==> config.mk <==
export PLATFORM = sky130hd
export DESIGN_NAME = logic_tile
export DESIGN_NICKNAME = d
export VERILOG_FILES = /design/src/logic/tile_pkg.sv /design/src/logic/logic_tile.sv
export VERILOG_INCLUDE_DIRS = /design/src /design/src/logic
export SDC_FILE = /design/constraint.sdc
export NUM_CORES = 1
export LEC_CHECK = 0
export ABC_AREA = 1
export ABC_CLOCK_PERIOD_IN_PS = 2900
export BUFFER_PORTS_ARGS = -buffer_cell sky130_fd_sc_hd__clkbuf_2
export CAP_MARGIN = 20
export CELL_PAD_IN_SITES_DETAIL_PLACEMENT = 0
export CELL_PAD_IN_SITES_GLOBAL_PLACEMENT = 1
export CORE_ASPECT_RATIO = 1.1
export CORE_MARGIN = 4
export CORE_UTILIZATION = 41
export CTS_CLUSTER_DIAMETER = 60
export CTS_CLUSTER_SIZE = 16
export DETAILED_ROUTE_END_ITERATION = 7
export PLACE_DENSITY = 0.91
export SETUP_SLACK_MARGIN = 0.4
export SLEW_MARGIN = 25
export SYNTH_ARGS = -nofsm -noshare
export SYNTH_HDL_FRONTEND = slang
export SYNTH_SLANG_ARGS = --single-unit
==> constraint.sdc <==
create_clock -name clock -period 2.9 [get_ports clock]
set_input_delay 0.58 -clock clock [delete_from_list [all_inputs] [get_ports clock]]
set_output_delay 0.58 -clock clock [all_outputs]
set_load 0.02 [all_outputs]
==> src/logic/tile_cfg.svh <==
/*
 * Register offsets, field positions and reset values of the logic tile.
 * Assumes byte addressing on an Avalon-MM slave with one 32-bit word per register.
 */
`ifndef TILE_CFG_SVH
`define TILE_CFG_SVH

// Register byte offsets.
`define LUT0_OFFSET 6'h00
`define LUT1_OFFSET 6'h04
`define LUT2_OFFSET 6'h08
`define LUT3_OFFSET 6'h0c
`define CELL_CFG_OFFSET 6'h10
`define SLICE_CFG_OFFSET 6'h14
`define STATUS_OFFSET 6'h18

// Per-cell configuration field, five bits for each cell.
`define CELL_FIELD_W 5
`define CF_DSEL_LSB 0
`define CF_LATCH_BIT 2
`define CF_INIT_BIT 3
`define CF_DI_AND_BIT 4

// Per-slice configuration field, eight bits for each slice.
`define SLICE_FIELD_W 8
`define SF_MODE_LSB 0
`define SF_ASYNC_BIT 3
`define SF_INV_CLK_BIT 4
`define SF_INV_CE_BIT 5
`define SF_INV_INIT_BIT 6
`define SF_INV_OPP_BIT 7

// Reset values.
`define LUT_RESET 16'h0000
`define CELL_CFG_RESET 20'h00000
`define SLICE_CFG_RESET 16'h0000

`endif

==> src/logic/tile_pkg.sv <==
/*
 * Types shared by the logic tile: slice table modes and storage data sources.
 * Assumes nothing of its surroundings.
 */
package tile_pkg;

   // How the two look-up tables of one slice are used.
   typedef enum logic [2:0]
   {
      mode_logic,
      mode_ram16x1,
      mode_ram16x2,
      mode_ram32x1,
      mode_ram_dual,
      mode_shift
   } slice_mode_t;

   // Where a storage element takes its data from.
   typedef enum logic [1:0]
   {
      dsel_lut,
      dsel_bypass,
      dsel_sum,
      dsel_carry
   } d_sel_t;

endpackage

==> src/logic/logic_tile.sv <==
/*
 * Programmable logic tile: four logic cells in two slices with look-up tables usable as
 * logic, distributed RAM or shift registers, storage elements, wide multiplexers, carry
 * chains, feedthroughs and two tri-state bus drivers, configured over Avalon-MM.
 * Assumes all fabric inputs are synchronous to clock; slice clocks are sampled levels.
 */
`timescale 1ns/10ps
`include "tile_cfg.svh"

// How it works
// - Cell has LUT, carry, storage; LUT feeds both.
// - Four cells, two slices of two.
// - Each LUT works as 16x1 synchronous RAM.
// - Slice LUT pair: 16x2, 32x1, dual-port RAM.
// - Each LUT works as 16-stage shift register.
// - Storage is flip-flop or transparent latch.
// - Storage data from LUT, bypass, sum or carry.
// - Each slice has clock and clock enable.
// - Init force loads configured initial value.
// - Opposite force loads complement of initial value.
// - Forces synchronous, optionally asynchronous by configuration.
// - Slice clock, enable, forces invertible, shared by both cells.
// - Slice mux picks between its two LUTs.
// - Tile mux picks between two slice muxes.
// - Four direct feedthrough paths, one per cell.
// - Two carry chains, two bits each, vertical.
// - Per-cell XOR makes one-bit full adder.
// - Per-cell AND gate helps multipliers.
// - Carry path cascades LUTs into wide functions.
// - Two tri-state drivers, own enable and data.
module logic_tile #(
   parameter int CELLS = 4,
   parameter int SLICES = 2
)(
   input wire logic clock,
   input wire logic reset_n,
   input wire logic clk_en,
   input wire logic [5:0] address,
   input wire logic read,
   input wire logic write,
   input wire logic [31:0] writedata,
   output logic [31:0] readdata,
   output logic waitrequest,
   input wire logic [15:0] lut_addr,
   input wire logic [3:0] bypass_in,
   input wire logic [1:0] slice_clk,
   input wire logic [1:0] slice_ce,
   input wire logic [1:0] init_force,
   input wire logic [1:0] opposite_force,
   input wire logic [1:0] slice_we,
   input wire logic [1:0] ram_addr_hi,
   input wire logic [1:0] five_input_mux_sel,
   input wire logic six_input_mux_sel,
   input wire logic [1:0] carry_in,
   input wire logic [3:0] feed_in,
   input wire logic [1:0] bus_drv_data,
   input wire logic [1:0] bus_drv_en,
   output logic [3:0] cell_out,
   output logic [3:0] sum_out,
   output logic [3:0] q_out,
   output logic [1:0] five_input_mux_out,
   output logic six_input_mux_out,
   output logic [1:0] carry_out,
   output logic [3:0] feed_out,
   output logic [1:0] bus_line_out,
   output logic [1:0] bus_line_oe
);

   // The slice clocks are not true clocks here: each is sampled as a level on the system
   // clock and a rising edge is recognised against the previous sample. This keeps the
   // whole tile in one clock domain, at the price that a slice clock must stay low for at
   // least one system cycle between pulses, or its next edge is lost.
   // Latch mode is likewise emulated: the storage element follows its data on every system
   // edge while the slice clock level is high, so it is transparent only at sample points.

   // Configuration and table state.
   logic [15:0] lut_q [CELLS];
   logic [19:0] cell_cfg_q;
   logic [15:0] slice_cfg_q;
   logic [3:0] q_q;
   logic [1:0] clk_prev_q;
   logic wait_q;
   logic [31:0] readdata_q;
   logic [31:0] rd_mux;
   logic bus_wr;

   // Registered fabric-facing outputs.
   logic [3:0] cell_out_q;
   logic [3:0] sum_out_q;
   logic [1:0] f5_q;
   logic f6_q;
   logic [1:0] carry_out_q;
   logic [3:0] feed_q;
   logic [1:0] bus_out_q;
   logic [1:0] bus_oe_q;

   // Per-slice decoded controls.
   tile_pkg::slice_mode_t mode [SLICES];
   logic [1:0] clk_lvl;
   logic [1:0] clk_edge;
   logic [1:0] ce_act;
   logic [1:0] init_act;
   logic [1:0] opp_act;
   logic [1:0] async_force;
   logic [1:0] ram_mode;
   logic [1:0] f5;

   // Per-cell combinational nets.
   logic [3:0] f;
   logic [3:0] cin;
   logic [3:0] cout;
   logic [3:0] sum;
   logic [3:0] d;
   logic [3:0] wr_en;
   logic [3:0] wr_data;
   logic [3:0] sh_en;
   logic [3:0] rd_addr [CELLS];
   logic [3:0] wr_addr [CELLS];

   // A bus write lands on the edge that ends its wait, the one edge the master samples it.
   assign bus_wr = write && !wait_q;

   // Slice controls: clock, enable and both forces pass through their own inversion; all serve both cells.
   genvar s;
   generate
      for (s = 0; s < SLICES; s++)
      begin : g_slice
         assign mode[s] = tile_pkg::slice_mode_t'(slice_cfg_q[`SLICE_FIELD_W*s + `SF_MODE_LSB +: 3]);
         assign clk_lvl[s] = slice_clk[s] ^ slice_cfg_q[`SLICE_FIELD_W*s + `SF_INV_CLK_BIT];
         assign ce_act[s] = slice_ce[s] ^ slice_cfg_q[`SLICE_FIELD_W*s + `SF_INV_CE_BIT];
         assign init_act[s] = init_force[s] ^ slice_cfg_q[`SLICE_FIELD_W*s + `SF_INV_INIT_BIT];
         assign opp_act[s] = opposite_force[s] ^ slice_cfg_q[`SLICE_FIELD_W*s + `SF_INV_OPP_BIT];
         assign async_force[s] = slice_cfg_q[`SLICE_FIELD_W*s + `SF_ASYNC_BIT];
         assign clk_edge[s] = clk_lvl[s] && !clk_prev_q[s];
         assign ram_mode[s] = (mode[s] == tile_pkg::mode_ram16x1) || (mode[s] == tile_pkg::mode_ram16x2) ||
            (mode[s] == tile_pkg::mode_ram32x1) || (mode[s] == tile_pkg::mode_ram_dual);
         // The slice mux joins its two tables into one five-input function.
         assign f5[s] = five_input_mux_sel[s] ? f[2*s+1] : f[2*s];
         // Each slice's chain enters at the even cell and leaves at the odd one.
         assign cin[2*s] = carry_in[s];
         assign cin[2*s+1] = cout[2*s];
      end
   endgenerate

   // Per-cell table read, write steering, carry and storage data selection.
   // In the paired memory modes both tables of a slice share the even cell's address, so
   // one address word drives the pair. The dual-port mode writes through the even address
   // but lets the odd table read at its own address, which gives the second read port.
   // The memory and shift modes still feed the table output into the carry and storage
   // paths, so arithmetic on memory contents needs no extra routing.
   genvar c;
   generate
      for (c = 0; c < CELLS; c++)
      begin : g_cell
         localparam int S = c / 2;
         localparam bit ODD = (c % 2) == 1;
         logic [3:0] own_addr;
         logic [3:0] even_addr;
         logic shared;
         logic di;
         assign own_addr = lut_addr[4*c +: 4];
         assign even_addr = lut_addr[8*S +: 4];
         assign shared = (mode[S] == tile_pkg::mode_ram16x2) || (mode[S] == tile_pkg::mode_ram32x1);
         // Paired modes read the odd table at the even cell's address; dual port reads its own.
         assign rd_addr[c] = (ODD && shared) ? even_addr : own_addr;
         // In 32x1 mode the even cell output carries the whole 32-word memory.
         assign f[c] = (!ODD && mode[S] == tile_pkg::mode_ram32x1 && ram_addr_hi[S]) ?
            lut_q[c | 1][even_addr] : lut_q[c][rd_addr[c]];
         assign wr_addr[c] = (mode[S] == tile_pkg::mode_ram16x1) ? own_addr : even_addr;
         assign wr_data[c] = ((mode[S] == tile_pkg::mode_ram32x1) || (mode[S] == tile_pkg::mode_ram_dual)) ?
            bypass_in[2*S] : bypass_in[c];
         assign wr_en[c] = ram_mode[S] && clk_edge[S] && ce_act[S] && slice_we[S] &&
            ((mode[S] != tile_pkg::mode_ram32x1) || (ram_addr_hi[S] == ODD));
         assign sh_en[c] = (mode[S] == tile_pkg::mode_shift) && clk_edge[S] && ce_act[S];
         // The generate input is the bypass or the dedicated AND of two table inputs.
         assign di = cell_cfg_q[`CELL_FIELD_W*c + `CF_DI_AND_BIT] ? (own_addr[0] & own_addr[1]) :
            bypass_in[c];
         // A true table picks carry-in, so a chain of tables with zero bypass forms a wide AND.
         assign cout[c] = f[c] ? cin[c] : di;
         assign sum[c] = f[c] ^ cin[c];
         always_comb
         begin
            case (tile_pkg::d_sel_t'(cell_cfg_q[`CELL_FIELD_W*c + `CF_DSEL_LSB +: 2]))
               tile_pkg::dsel_lut: d[c] = f[c];
               tile_pkg::dsel_bypass: d[c] = bypass_in[c];
               tile_pkg::dsel_sum: d[c] = sum[c];
               default: d[c] = cout[c];
            endcase
         end
      end
   endgenerate

   // Table contents: a bus write wins over a fabric write landing in the same cycle.
   // Software loading a table is taken as a reconfiguration, so the fabric write that
   // collides with it is dropped rather than merged into the new contents.
   // A cell is either a memory or a shifter in one mode, never both on one edge.
   always_ff @(posedge clock)
   begin
      if (!reset_n)
      begin
         for (int i = 0; i < CELLS; i++)
         begin
            lut_q[i] <= `LUT_RESET;
         end
      end
      else if (clk_en)
      begin
         for (int i = 0; i < CELLS; i++)
         begin
            if (bus_wr && address == (`LUT0_OFFSET + 6'(4*i)))
            begin
               lut_q[i] <= writedata[15:0];
            end
            else if (wr_en[i])
            begin
               lut_q[i][wr_addr[i]] <= wr_data[i];
            end
            else if (sh_en[i])
            begin
               lut_q[i] <= {lut_q[i][14:0], bypass_in[i]};
            end
         end
      end
   end

   // Storage elements; init force outranks opposite force when both are active.
   // Forces ignore the clock enable on purpose: an initialise must reach a stalled slice.
   // A synchronous force waits for a slice clock edge even when the cell is a latch, so
   // latch and flip-flop cells of one slice are forced at the same moment.
   always_ff @(posedge clock)
   begin
      if (!reset_n)
      begin
         q_q <= 4'h0;
      end
      else if (clk_en)
      begin
         for (int i = 0; i < CELLS; i++)
         begin
            if (init_act[i/2] && (async_force[i/2] || clk_edge[i/2]))
            begin
               q_q[i] <= cell_cfg_q[`CELL_FIELD_W*i + `CF_INIT_BIT];
            end
            else if (opp_act[i/2] && (async_force[i/2] || clk_edge[i/2]))
            begin
               q_q[i] <= ~cell_cfg_q[`CELL_FIELD_W*i + `CF_INIT_BIT];
            end
            else if (ce_act[i/2] && (cell_cfg_q[`CELL_FIELD_W*i + `CF_LATCH_BIT] ? clk_lvl[i/2] : clk_edge[i/2]))
            begin
               q_q[i] <= d[i];
            end
         end
      end
   end

   // Previous slice clock level, for edge detection.
   always_ff @(posedge clock)
   begin
      if (!reset_n)
      begin
         clk_prev_q <= 2'h0;
      end
      else if (clk_en)
      begin
         clk_prev_q <= clk_lvl;
      end
   end

   // Fabric outputs are registered so every tile output comes from a flip-flop.
   always_ff @(posedge clock)
   begin
      if (!reset_n)
      begin
         cell_out_q <= 4'h0;
         sum_out_q <= 4'h0;
         f5_q <= 2'h0;
         f6_q <= 1'b0;
         carry_out_q <= 2'h0;
         feed_q <= 4'h0;
         bus_out_q <= 2'h0;
         bus_oe_q <= 2'h0;
      end
      else if (clk_en)
      begin
         cell_out_q <= f;
         sum_out_q <= sum;
         f5_q <= f5;
         f6_q <= six_input_mux_sel ? f5[1] : f5[0];
         carry_out_q <= {cout[3], cout[1]};
         feed_q <= feed_in;
         bus_out_q <= bus_drv_data;
         bus_oe_q <= bus_drv_en;
      end
   end

   // Configuration registers.
   always_ff @(posedge clock)
   begin
      if (!reset_n)
      begin
         cell_cfg_q <= `CELL_CFG_RESET;
         slice_cfg_q <= `SLICE_CFG_RESET;
      end
      else if (clk_en && bus_wr)
      begin
         if (address == `CELL_CFG_OFFSET)
         begin
            cell_cfg_q <= writedata[19:0];
         end
         if (address == `SLICE_CFG_OFFSET)
         begin
            slice_cfg_q <= writedata[15:0];
         end
      end
   end

   // Read decode; unmapped offsets read as zero.
   always_comb
   begin
      case (address)
         `LUT0_OFFSET: rd_mux = {16'h0000, lut_q[0]};
         `LUT1_OFFSET: rd_mux = {16'h0000, lut_q[1]};
         `LUT2_OFFSET: rd_mux = {16'h0000, lut_q[2]};
         `LUT3_OFFSET: rd_mux = {16'h0000, lut_q[3]};
         `CELL_CFG_OFFSET: rd_mux = {12'h000, cell_cfg_q};
         `SLICE_CFG_OFFSET: rd_mux = {16'h0000, slice_cfg_q};
         `STATUS_OFFSET: rd_mux = {26'h0000000, carry_out_q, q_q};
         default: rd_mux = 32'h00000000;
      endcase
   end

   // Bus handshake: one wait cycle, then waitrequest low for one cycle with data ready.
   // The answer is always exactly one wait, also for unmapped offsets, so a master never
   // hangs on a bad address; such a write is simply dropped and such a read returns zero.
   // Waiting one cycle keeps the read mux off the output path at the cost of latency.
   always_ff @(posedge clock)
   begin
      if (!reset_n)
      begin
         wait_q <= 1'b1;
         readdata_q <= 32'h00000000;
      end
      else if (clk_en)
      begin
         if ((read || write) && wait_q)
         begin
            wait_q <= 1'b0;
            readdata_q <= read ? rd_mux : 32'h00000000;
         end
         else
         begin
            wait_q <= 1'b1;
         end
      end
   end

   // Every output port is a plain copy of a flip-flop, so no fabric path is combinational
   // from a tile input to a tile output and tiles can be chained without long loops.
   assign readdata = readdata_q;
   assign waitrequest = wait_q;
   assign cell_out = cell_out_q;
   assign sum_out = sum_out_q;
   assign q_out = q_q;
   assign five_input_mux_out = f5_q;
   assign six_input_mux_out = f6_q;
   assign carry_out = carry_out_q;
   assign feed_out = feed_q;
   assign bus_line_out = bus_out_q;
   assign bus_line_oe = bus_oe_q;

endmodule // logic_tile

Yosys cells after proc, flatten, opt, wreduce, memory -nomap -nowiden
Memories as Yosys holds them, arrays and structs flattened.
Cells that the tools add are included.
{ "word_totals": {"mem_count": 1, "wordCells": 534, "ram_bits": 64, "out_inout_bits": 58, "regBits": 96} }
{ "mem_list": {"columns": ["memory", "depth", "word_bits", "read_ports", "rd_clocked_by_memory_dff", "wr", "line", "text"], "rows": [
  ["lut_q", 4, 16, 4, 0, 4, "logic_tile.sv:77", "logic [15:0] lut_q [CELLS];"]
]} }
{ "classes": {"magnitude_cmp": 10, "n_eq_ne": 26, "bitwise_logic": 154, "n_reduce_logical": 73, "n_mux": 253} }
{ "ops": {"columns": ["op", "count"], "rows": [
  ["2-to-1 mux 1 bit", 225],
  ["one-hot mux 20 bit (7 select lines)", 1],
  ["OR 1 bit", 132],
  ["2-to-1 mux 16 bit", 8],
  ["logical AND 1 bit", 37],
  ["2-to-1 mux 32 bit", 1],
  ["< comparator 4 x 5 -> 1 bit, second input constant", 6],
  ["binary-select mux 1 bit (select 4 bit)", 6],
  ["equality test 6 x 5 -> 1 bit, second input constant", 3],
  ["logical OR 1 bit", 17],
  ["demux 1 bit (select 4 bit)", 4],
  ["greater-or-equal comparator 4 x 1 -> 1 bit, second input constant", 4],
  ["2-to-1 mux 4 bit", 4],
  ["AND reduction 2 bit", 7],
  ["equality test 3 x 2 -> 1 bit, second input constant", 4],
  ["equality test 3 bit, second input constant", 4],
  ["equality test 6 x 4 -> 1 bit, second input constant", 2],
  ["one-hot mux 1 bit (3 select lines)", 4],
  ["nonzero test 3 bit", 4],
  ["bitwise XOR 1 bit", 12],
  ["equality test 2 x 1 -> 1 bit, second input constant", 4],
  ["equality test 2 bit, second input constant", 4],
  ["logical NOT 2 bit", 4],
  ["equality test 3 x 1 -> 1 bit, second input constant", 2],
  ["6 further kinds", 17]
]} }

Longest topological paths before layout
Gate-level depths: netlist (run 1).
{ "logic_depth": {"depth_word": 15, "ltp_mapped": 21, "ltp_nobuf": 20} }

Worst setup path after synthesis (run 1)
Ideal clock, no wire load.
{ "synth_path": {"path_type": "input to register", "start": "input port slice_clk[0]", "end": "memory lut_q[1][14] (netlist: lut_q[0][30]), data pin", "slack_ps": 625, "t_arrival_ps": 2019, "cell_stages": 11, "required_time_ps": 2644, "n_path_buf": 1, "setup_ps": 256, "path_cell_list": "xor2_1 -> nand2_2 -> nor3_2 -> nand2_2 -> nor3_4 -> nand3_2 -> buf_6 -> nor2_1 -> nand2_1 -> a21oi_1 -> nor2_1"} }
{ "synth_rtl": {"columns": ["element", "line", "text"], "rows": [
  ["start: declaration", "logic_tile.sv:46", "input wire logic [1:0] slice_clk,"],
  ["end: declaration", "logic_tile.sv:77", null]
]} }

Final worst setup path (run 1)
{ "layout_path": {"start": "register slice_cfg_q[10]", "end": "register q_q[3] (netlist: q_out[3])"} }
{ "layout_via": {"elab_chain_cells": 10} }
{ "layout_lines": {"columns": ["element", "line", "text"], "rows": [
  ["start: declaration", "logic_tile.sv:79", "logic [15:0] slice_cfg_q;"],
  ["start signal: assignment", "logic_tile.sv:302", "slice_cfg_q <= `SLICE_CFG_RESET;"],
  ["start signal: assignment", "logic_tile.sv:312", "slice_cfg_q <= writedata[15:0];"],
  ["equality test 3 x 2 -> 1 bit (on tied branches)", "logic_tile.sv:163, logic_tile.sv:167", null],
  ["logical OR 1 bit", "logic_tile.sv:163", "assign shared = (mode[S] == tile_pkg::mode_ram16x2) || (mode[S] == tile_pkg::mode_ram32x1);"],
  ["2-to-1 mux 4 bit", "logic_tile.sv:165", "assign rd_addr[c] = (ODD && shared) ? even_addr : own_addr;"],
  ["binary-select mux 1 bit (select 4 bit)", "logic_tile.sv:168", "lut_q[c | 1][even_addr] : lut_q[c][rd_addr[c]];"],
  ["2-to-1 mux 1 bit (not written as such)", "logic_tile.sv:168", null],
  ["2-to-1 mux 1 bit / bitwise XOR 1 bit (equally long branches)", "logic_tile.sv:179, logic_tile.sv:180", null],
  ["one-hot mux 1 bit (3 select lines) *", "logic_tile.sv:183", "case (tile_pkg::d_sel_t'(cell_cfg_q[`CELL_FIELD_W*c + `CF_DSEL_LSB +: 2]))"],
  ["2-to-1 mux 1 bit *", "logic_tile.sv:248", "else if (ce_act[i/2] && (cell_cfg_q[`CELL_FIELD_W*i + `CF_LATCH_BIT] ? clk_lvl[i/2] : clk_edge[i/2]))"],
  ["2-to-1 mux 1 bit *", "logic_tile.sv:244", "else if (opp_act[i/2] && (async_force[i/2] || clk_edge[i/2]))"],
  ["2-to-1 mux 1 bit *", "logic_tile.sv:240", "if (init_act[i/2] && (async_force[i/2] || clk_edge[i/2]))"],
  ["end signal: indexed assignment", "logic_tile.sv:242", "q_q[i] <= cell_cfg_q[`CELL_FIELD_W*i + `CF_INIT_BIT];"],
  ["end signal: indexed assignment", "logic_tile.sv:246", "q_q[i] <= ~cell_cfg_q[`CELL_FIELD_W*i + `CF_INIT_BIT];"],
  ["end signal: indexed assignment", "logic_tile.sv:250", "q_q[i] <= d[i];"],
  ["end: declaration", "logic_tile.sv:80", "logic [3:0] q_q;"]
]} }
Every way passes the cells marked *; elsewhere a longest branch is shown, timed or not. The select of a mux whose other input is x is not followed.
A chain may end at the register's enable or synchronous reset.

==> results of run 1 <==
kinds of logic (layout without fill, tap and decap cells):
family,count (synthesis),count (layout),share of synthesized area
other,1,12,0.000368
AOI/OAI and AO/OA,428,428,0.239
and+or+nand+nor,703,703,0.300
xor gates and xnor gates,8,8,0.00687
buffers and inverters,247,367,0.100
DFF,148,148,0.353
power breakdown:
group / internal, mW / leakage [nW] / switching [mW]
Clock: 1.37 / 0.312 / 1.05
Combinational: 0.213 / 3.63 / 0.525
Sequential: 2.23 / 1.34 / 0.0609
Total: 3.81 / 5.29 / 1.64
per-layer routing:
layer  GRT usage  up-vias  share of wire
li1            -     5408              -
met1       0.371     5365           0.39
met2       0.427      694           0.45
met3      0.0454      113           0.10
met4       0.149        0          0.057
met5           0        -              0
sequential cells by signal, summed over array words and instances, names as in the netlist:
signal / count
lut_q: 64
sum_out: 4
bus_line_oe: 2
slice_cfg_q: 16
cell_out: 4
six_input_mux_out: 1
cell_cfg_q: 20
feed_out: 4
readdata: 20
clk_prev_q: 2
carry_out: 2
waitrequest: 1
bus_line_out: 2
q_out: 4
five_input_mux_out: 2
cell usage after synthesis, drive strengths merged (5+ instances only):
| cell type | instances | area (um2) |
|---|---|---|
| a211oi | 13 | 97.6 |
| a21oi | 160 | 805 |
| a221oi | 5 | 43.8 |
| a22oi | 20 | 150 |
| buf | 35 | 224 |
| clkbuf | 36 | 135 |
| dfxtp | 84 | 1680 |
| edfxtp | 64 | 1920 |
| inv | 174 | 656 |
| nand2 | 361 | 1390 |
| nand3 | 99 | 523 |
| nand3b | 5 | 37.5 |
| nand4 | 16 | 106 |
| nor2 | 200 | 838 |
| nor3 | 11 | 91.3 |
| nor3b | 9 | 67.6 |
| o211ai | 22 | 165 |
| o21a | 10 | 75.1 |
| o21ai | 149 | 749 |
| o221ai | 8 | 70.1 |
| o22ai | 23 | 144 |
worst register-to-register path, delay by kind of cell, from the launching register on:
| kind | cells | cell delay [ps] |
|---|---|---|
| and+or+nand+nor | 11 | 970 |
| DFF | 1 | 360 |
| buffers and inverters | 3 | 420 |
| AOI/OAI and AO/OA | 2 | 520 |
area by class of cell:
cell class	count	area, um2	share of cell area
inverters	176	663	0.0558
multi-input cells	1151	5680	0.478
repair buffers	159	910	0.0766
clock buffers	18	450	0.0379
clock inverters	14	178	0.0150
flip-flops and latches	148	3600	0.304
well taps	310	388	0.0327
path summary, 6_finish.rpt:
path | start | end | slack (ps) | cells past startpoint
setup / recovery | slice_cfg_q[10] | q_out[3] | 490 | 16
hold reg to reg | cell_cfg_q[17] | readdata[17] | 460 | 2
setup reg to reg | slice_cfg_q[10] | q_out[3] | 490 | 16
hold / removal | feed_in[1] | feed_out[1] | 370 | 3
what timing repair did:
action / CTS / global route
buffers inserted: 0 / 2
gates resized for setup: 0 / 26
endpoints found under the setup margin: 0 / 42
endpoints found under the hold margin: 0 / 0
==> impl_metrics.toml, run 1 <==
[critical_path]
crit_family = "simple AND/OR/NAND/NOR gates"
critical_path_class = "reg -> reg"
startpoint_type = "flip-flop"
critPathMaxFanout = 10
slowest_stage = "o21ai_0"
crit_top_cell = "nand2_1"
cpPeakStageDelay_ps = 460
crit_required_ps = 3200
path_buf_inv = 3
cp-end-kind = "flip-flop"
path_cells = "inv_2 -> nand2_2 -> o21ai_0 -> inv_1 -> nand3_1 -> nand3_1 -> nand2_2 -> inv_1 -> nand3_1 -> nand3_1 -> nand2_1 -> nand2_1 -> nand2_1 -> nand2_1 -> nand2_1 -> a21oi_1"
critPathArrivalTime_ps = 2710

[synth]
synth_area_mm2 = 0.0102
synth-seq-cells = 148
synth_async_sr_flop_share = 0
post_synth.cell_area_avg_um2 = 6.65
synth-edff-count = 64
syn_inst = 1535
seq_area_frac_synth = 0.353
synth_flop_cell = "dfxtp_1"
ys_warn_count = 0
yosysUniqueCellTypes = 52

[finish]
final_common_cell = "nand2_1"
area_growth_pct = 16.4
fin_nets = 1741
drive_gt1_frac = 0.161
layout.cells.non_filler = 1976
final_cell_mix = "nand2_1 (347), nor2_1 (175), a21oi_1 (159), inv_1 (156), o21ai_0 (135)"
fillers = 2513
final_core_util = 0.485
diodes = 0
stdcell_area_mm2 = 0.0119

[clocking]
clkSlewWorstSetupHoldPaths_ps = 70
numCtsBuffers = 17
clockRootBuffer = "clkbuf_16"
ctsHoldBuffers = 0
tritoncts = "yes"
clk_latency_ps = 440
cts.sink_count = 148
clk_path_buf_depth = 2
htreeDepth = 4

[place]
placed_area_mm2 = 0.0111
io_buffers = 121
post-place-ws_ps = 105
gp_routability_congestion = 1.01
dp_cells = 1942
hpwlAfterDp_mm = 30.0

[global_routing]
grt_usage = 0.278
grt_pass1_vias = 10200
grt_max_degree = 68
grt_pass1_wl_mm = 58.9
grt_overflow = 0
antenna_found_initial = 0

[timing]
whs_ps = 366
rsz0062_at_grt = "no"
setup_slack_ps = 489
slew_violations = 0
max_slew_margin = 0.526
setup-tns-final_ps = 0
fin_crit_ps = 2410
fmax_mhz = 415
setup_viol = 0
skew_ps = 15.0
hold_violations = 0
worstMarginPinSlew_ps = 712
min_period_over_period = 0.831

[routing]
num_vias = 11600
drc = 0
firstDrtPassIters = 6
drtIter0Drc = 1348
wl_per_cell_um = 20.0
vias_per_cell = 5.86
antenna_left = 0
drt-total-wl_mm = 39.6

[power_and_ir_drop]
static-leakage-power_nw = 5.29
power_density_mw_per_mm2 = 459
peakVddDrop_mv = 0.343
power.total_mw = 5.45

[hold_path]
hold_class = "in -> reg"

[floorplanning]
die_x_um = 158
core_area_mm2 = 0.0245
fp.dieH_um = 173
start_util = 0.417
dieArea_mm2 = 0.0275
fp-row-count = 60
ios = 146

[run_status]
outcome = "finished clean"

[flow_run]
max-cap-violations = 0
No activity file was read; power rests on OpenSTA's default activity.
==> run 2: changes to the inputs <==
ABC_AREA = 0   (was 1)
ABC_CLOCK_PERIOD_IN_PS = 2000   (was 2900)
CORE_UTILIZATION = 39   (was 41)
PLACE_DENSITY = 0.87   (was 0.91)
clock period = 2 ns   (was 2.9 ns; I/O delays follow)
==> run 2 against run 1 <==
  * The flow now finishes with violations (design-rule violations, negative setup slack)
  * Utilization rose by 17 points
  * Final cell count down 11%
  * Clock-buffer cell count decreased by 1
  * Largest cell class unchanged
  * Via count shrank 4.8%
  * Global-route usage grew 2.2 points
  * Setup slack lost 1100 ps
  * Wire length rose by 7.0%
  * Synthesized area decreased by 9.3%
  * Largest power group unchanged
  * Flip-flop and latch count did not move
  * Register-to-register slack worse by 1100 ps
==> impl_metrics.toml, run 2 <==
[run_status]
outcome = "finished, violations left"
failed_checks = "design-rule violations, negative setup slack"

[timing]
hold_violations = 0
setup-tns-final_ps = -17280
setup_viol = 137
worstMarginPinSlew_ps = 582
min_period_over_period = 1.30
rsz0062_at_grt = "yes"
skew_ps = 9.14
fmax_mhz = 384
max_slew_margin = 0.612
slew_violations = 0
fin_crit_ps = 2610
setup_slack_ps = -606

[routing]
drc = 1
wl_per_cell_um = 24.0
drt-total-wl_mm = 42.3
antenna_left = 0
firstDrtPassIters = 8
vias_per_cell = 6.25
drtIter0Drc = 1391
num_vias = 11000

[hold_path]
hold_class = "in -> reg"
hold_depth = 3

[finish]
diodes = 0
drive_gt1_frac = 0.554
final_common_cell = "buf_4"
largest_reg_flops = 64
final_core_util = 0.656
fillers = 1700
fin_nets = 1537
regMostFlops = "lut_q"
area_growth_pct = 64.0
final_cell_mix = "buf_4 (216), clkbuf_2 (119), nand2_1 (100), buf_6 (82), dfxtp_1 (77)"

[global_routing]
grt_pass1_vias = 10500
grt_pass1_wl_mm = 60.6
grt_overflow = 0
grt_usage = 0.300
antenna_found_initial = 0
grt_max_degree = 42

[floorplanning]
fp-row-count = 58
core_area_mm2 = 0.0231
dieArea_mm2 = 0.0263
die_x_um = 155
ios = 146
fp.dieH_um = 170
start_util = 0.400

[synth]
ys_warn_count = 0
post_synth.cell_area_avg_um2 = 8.63
ys_top_cells_by_count = "nand2_1 (135), o21ai_0 (117), nor2_1 (85), dfxtp_1 (84), a21oi_1 (82)"
synth_area_mm2 = 0.00926
synth_async_sr_flop_share = 0
synth_area_leader_cell = "edfxtp_1"
synth-edff-count = 64
seq_area_frac_synth = 0.389
synth_flop_cell = "dfxtp_1"
yosys-top-cells-area = "edfxtp_1 (21%), dfxtp_1 (18%), a22oi_1 (6.3%), o21ai_0 (6.3%), nand2_1 (5.5%)"
syn_inst = 1073
synth.most_common_cell = "nand2_1"
synth_top_area_frac = 0.208
yosysUniqueCellTypes = 68
synth-seq-cells = 148

[critical_path]
ff2ff_path_depth = 8
startpoint_type = "flip-flop"
cp-end-kind = "flip-flop"
critical_path_class = "reg -> reg"
critPathMaxFanout = 3
critPathArrivalTime_ps = 2920
crit_required_ps = 2310

[power_and_ir_drop]
swShare = 0.297
power.internal_mw = 5.77
power_density_mw_per_mm2 = 541
static-leakage-power_nw = 6.01
power_frac_clock = 0.413
p_comb_frac = 0.187
pwr-share-seq = 0.400
power.total_mw = 8.21
peakVddDrop_mv = 0.560
switchingPower_mw = 2.44

[clocking]
clockRootBuffer = "clkbuf_16"
clkSlewWorstSetupHoldPaths_ps = 70
cts.sink_count = 148
numCtsBuffers = 17
clk_latency_ps = 430
tritoncts = "yes"
htreeDepth = 4
clk_path_buf_depth = 2

[place]
hpwlAfterDp_mm = 28.6
io_buffers = 121
gp_routability_congestion = 0.995

[flow_run]
max-cap-violations = 0
run 2: changes by cell type after synthesis, sizes merged, moves of 21 or more:
cell,delta
nand2b,+25
a21oi,-78
inv,-147
o22ai,-21
mux4,+22
a22oi,+58
nand3,-79
o21ai,-31
mux2i,+36
nand2,-226
clkbuf,+32
nor2,-115
run 2: logic make-up after synthesis:
group | Yosys count | share of synthesized area
AOI/OAI and AO/OA | 376 | 0.256
and+or+nand+nor | 354 | 0.181
DFF | 148 | 0.389
buffers and inverters | 116 | 0.0543
muxes | 64 | 0.105
xor gates and xnor gates | 14 | 0.0132
other | 1 | 0.000405
run 2: worst max-delay path, cell delays in order (launching register included):
cell      delay [ps]
edfxtp_1         420
mux4_2           490
mux4_2           520
mux2i_4          240
mux2i_2          280
nand2b_4         160
xnor2_1           80
o221ai_1         200
o21ai_1           90
run 2: power by group through the flow:
stage | Sequential (mW) | Combinational (mW) | Clock [mW]
3_5_place_dp | 3.36 | 1.25 | 0
2_1_floorplan | 3.40 | 0.591 | 0
6_report | 3.29 | 1.53 | 3.39
4_1_cts | 3.29 | 1.41 | 3.40
5_1_grt | 3.30 | 1.60 | 3.54
3_3_place_gp | 3.35 | 1.23 | 0
run 2: timing repair:
action,4_1_cts,5_1_grt
buffers inserted,37,23
hold buffers,0,0
cloned,5,0
endpoints found under the setup margin,169,197
pin swaps,105,71
endpoints found under the hold margin,0,0
resized for setup,273,139
run 2: routing by layer:
layer / vias up / wire (um) / GRT usage / share of wire
met2: 782 / 19600 / 0.488 / 0.46
li1: 4785 / - / - / -
met1: 5228 / 14900 / 0.369 / 0.35
met5: - / 0 / 0 / 0
met3: 225 / 4490 / 0.0566 / 0.11
met4: 0 / 3270 / 0.181 / 0.077
run 2: path summary, 6_finish.rpt:
path	startpoint	end	slack, ps
max	lut_q[0][43]	q_out[3]	-610
min	writedata[17]	cell_cfg_q[17]	190
max reg2reg	lut_q[0][43]	q_out[3]	-610
min reg2reg	cell_out[0]	cell_out[0]	460
run 2: through the flow:
stage,std cells,hold slack [ps],area [um2],setup WS (ps)
after floorplan,1084,446,10100,-704
after global placement,1665,450,12400,-874
after detailed placement,1665,458,12400,-919
after CTS,1739,168,14400,-550
after global routing,1762,197,15200,-699
final,1762,186,15200,-606
run 2: final cells by class:
class,count,area (um2),area share
Clock buffer,17,425,0.0280
Clock inverter,15,188,0.0124
Inverter,27,101,0.00668
Timing Repair Buffer,435,3490,0.230
Sequential cell,148,3620,0.238
Multi-Input combinational cell,820,6990,0.460
Tap cell,300,375,0.0247
==> run 3: changes to the inputs <==
TNS_END_PERCENT = 5   (was not set)
==> run 3 against run 2 <==
  * The run ends with negative setup slack left
  * Utilization shrank 8.1 points
  * Total power down 5.7%
  * Sequential share of layout area increased by 3.3 points
  * Worst hold slack got worse by 14 ps
  * Maximum frequency grew 2.0%
  * Critical path type unchanged
  * Highest routed layer unchanged
==> impl_metrics.toml, run 3 (synthesized netlist as in run 2, its figures left out) <==
[routing]
num_vias = 10300
firstDrtPassIters = 7
antenna_left = 0
drc = 0
drtIter0Drc = 1491
vias_per_cell = 6.07
wl_per_cell_um = 22.2
drt-total-wl_mm = 37.6

[clocking]
htreeDepth = 4
cts.sink_count = 148
clk_path_buf_depth = 2
numCtsBuffers = 17
clockRootBuffer = "clkbuf_16"
tritoncts = "yes"
clk_latency_ps = 440
clkSlewWorstSetupHoldPaths_ps = 70

[timing]
max_slew_margin = 0.669
fmax_mhz = 392
setup_viol = 85
slew_violations = 0
fin_crit_ps = 2550
hold_violations = 0
skew_ps = 10.7
rsz0062_at_grt = "yes"
min_period_over_period = 1.28
setup_slack_ps = -554
worstMarginPinSlew_ps = 494

[critical_path]
startpoint_type = "flip-flop"
crit_family = "multiplexers"
critPathArrivalTime_ps = 2870
slowest_stage = "mux4_2"
crit_required_ps = 2320
ff2ff_setup_slack_ps = -550
path_buf_inv = 0
path_cells = "mux4_2 -> mux4_2 -> mux2i_4 -> mux2i_2 -> nand2b_4 -> xnor2_1 -> o221ai_1 -> o21ai_1"
crit_top_cell = "mux4_2"
critPathMaxFanout = 4
cp-end-kind = "flip-flop"
r2r-end = "q_out[3]"
cpPeakStageDelay_ps = 500
ff2ff_path_depth = 8
critical_path_class = "reg -> reg"
rr_startpoint = "lut_q[0][55]"

[finish]
largest_reg_flops = 64
final_cell_mix = "buf_4 (213), nand2_1 (130), clkbuf_2 (120), nor2_1 (81)"
area_growth_pct = 43.8
fin_nets = 1468
drive_gt1_frac = 0.409
regMostFlops = "lut_q"
diodes = 0
final_common_cell = "buf_4"
layout.cells.non_filler = 1693

[global_routing]
use_met1 = 0.358
antenna_found_initial = 0
grt_pass1_wl_mm = 56.2
grt_use_met2 = 0.433
grt_max_degree = 43
grt_pass1_vias = 9860
busiest_layer = "met2"
grt_usage = 0.277
grt_overflow = 0
use_met3 = 0.0599

[hold_path]
hold_depth = 3
min_from = "writedata[19]"
hold_class = "in -> reg"
whs_endpoint = "cell_cfg_q[19]"

[place]
gp_routability_congestion = 0.995
io_buffers = 121
hpwlAfterDp_mm = 27.7
dp_cells = 1649
post-place-ws_ps = -985

[run_status]
outcome = "finished, violations left"
failed_checks = "negative setup slack"

[floorplanning]
fp-row-count = 58
ios = 146
core_area_mm2 = 0.0231
fp.dieH_um = 170
die_x_um = 155
dieArea_mm2 = 0.0263
start_util = 0.400

[power_and_ir_drop]
power_density_mw_per_mm2 = 582
static-leakage-power_nw = 5.16
peakVddDrop_mv = 0.524

[flow_run]
max-cap-violations = 0
-- run 3: changes by cell type in the layout (fill, tap and decap cells not counted), moves of 11 or more --
cell	change
nand2_1	+30
nand2_4	-17
a21oi_2	-15
o21ai_0	+22
nand2_2	-12
a21oi_1	+19
a22oi_1	+34
o21ai_1	+37
a22oi_2	-34
o21ai_2	-48
buf_6	-64
o21ai_4	-11
-- run 3: worst max-delay path by stage --
stage                       from       end  slack [ps]  depth (start not counted)
finish              lut_q[0][55]  q_out[3]        -550                          8
global route        lut_q[0][55]  q_out[3]        -620                          8
CTS                 lut_q[0][34]  q_out[3]        -540                          8
detailed placement   lut_addr[8]  q_out[3]        -980                          9
global placement     lut_addr[8]  q_out[3]        -940                          9
floorplan            lut_addr[8]  q_out[3]        -700                         10
-- run 3: final cells by class --
| type | count | area (um2) |
|---|---|---|
| fillers | 1970 | 9840 |
| multi-input cells | 820 | 5960 |
| flip-flops and latches | 148 | 3610 |
| repair buffers | 366 | 2700 |
| clock buffers | 18 | 439 |
| well taps | 300 | 375 |
| clock inverters | 14 | 115 |
| inverters | 27 | 101 |
-- run 3: what timing repair did --
item / in CTS / in global routing
pin swaps: 39 / 37
setup buffers: 7 / 5
hold buffers: 0 / 0
resized for setup: 139 / 104
setup endpoints to repair: 201 / 183
-- run 3: metrics by stage --
stage | total power [mW] | instance area, um2 | utilization | TNS (ps) | hold slack, ps
global placement | 4.51 | 11900 | 0.512 | -58960 | 456
finish | 7.75 | 13300 | 0.575 | -9740 | 172
detailed placement | 4.53 | 11900 | 0.512 | -64760 | 459
floorplan | 3.93 | 9390 | - | -54530 | 446
CTS | 7.68 | 12900 | 0.557 | -7790 | 162
global route | 7.97 | 13300 | 0.575 | -22330 | 188
-- run 3: report_power, final --
part | switching [mW] | total (mW) | leakage [nW] | internal (mW)
sequential | 0.0614 | 3.29 | 1.35 | 3.23
combinational | 0.762 | 1.33 | 3.53 | 0.565
clock | 1.47 | 3.13 | 0.276 | 1.66
-- run 3: worst min-delay path, delay by kind of cell --
family | cells | cell delay (ps)
AO/OA/AOI/OAI | 1 | 50
AND/OR/NAND/NOR | 1 | 40
buffers and inverters | 1 | 80
-- run 3: routing by layer --
layer	share of wire	wire, um
met1	0.38	14400
met2	0.45	17000
met3	0.11	4150
met4	0.057	2150
met5	0	0
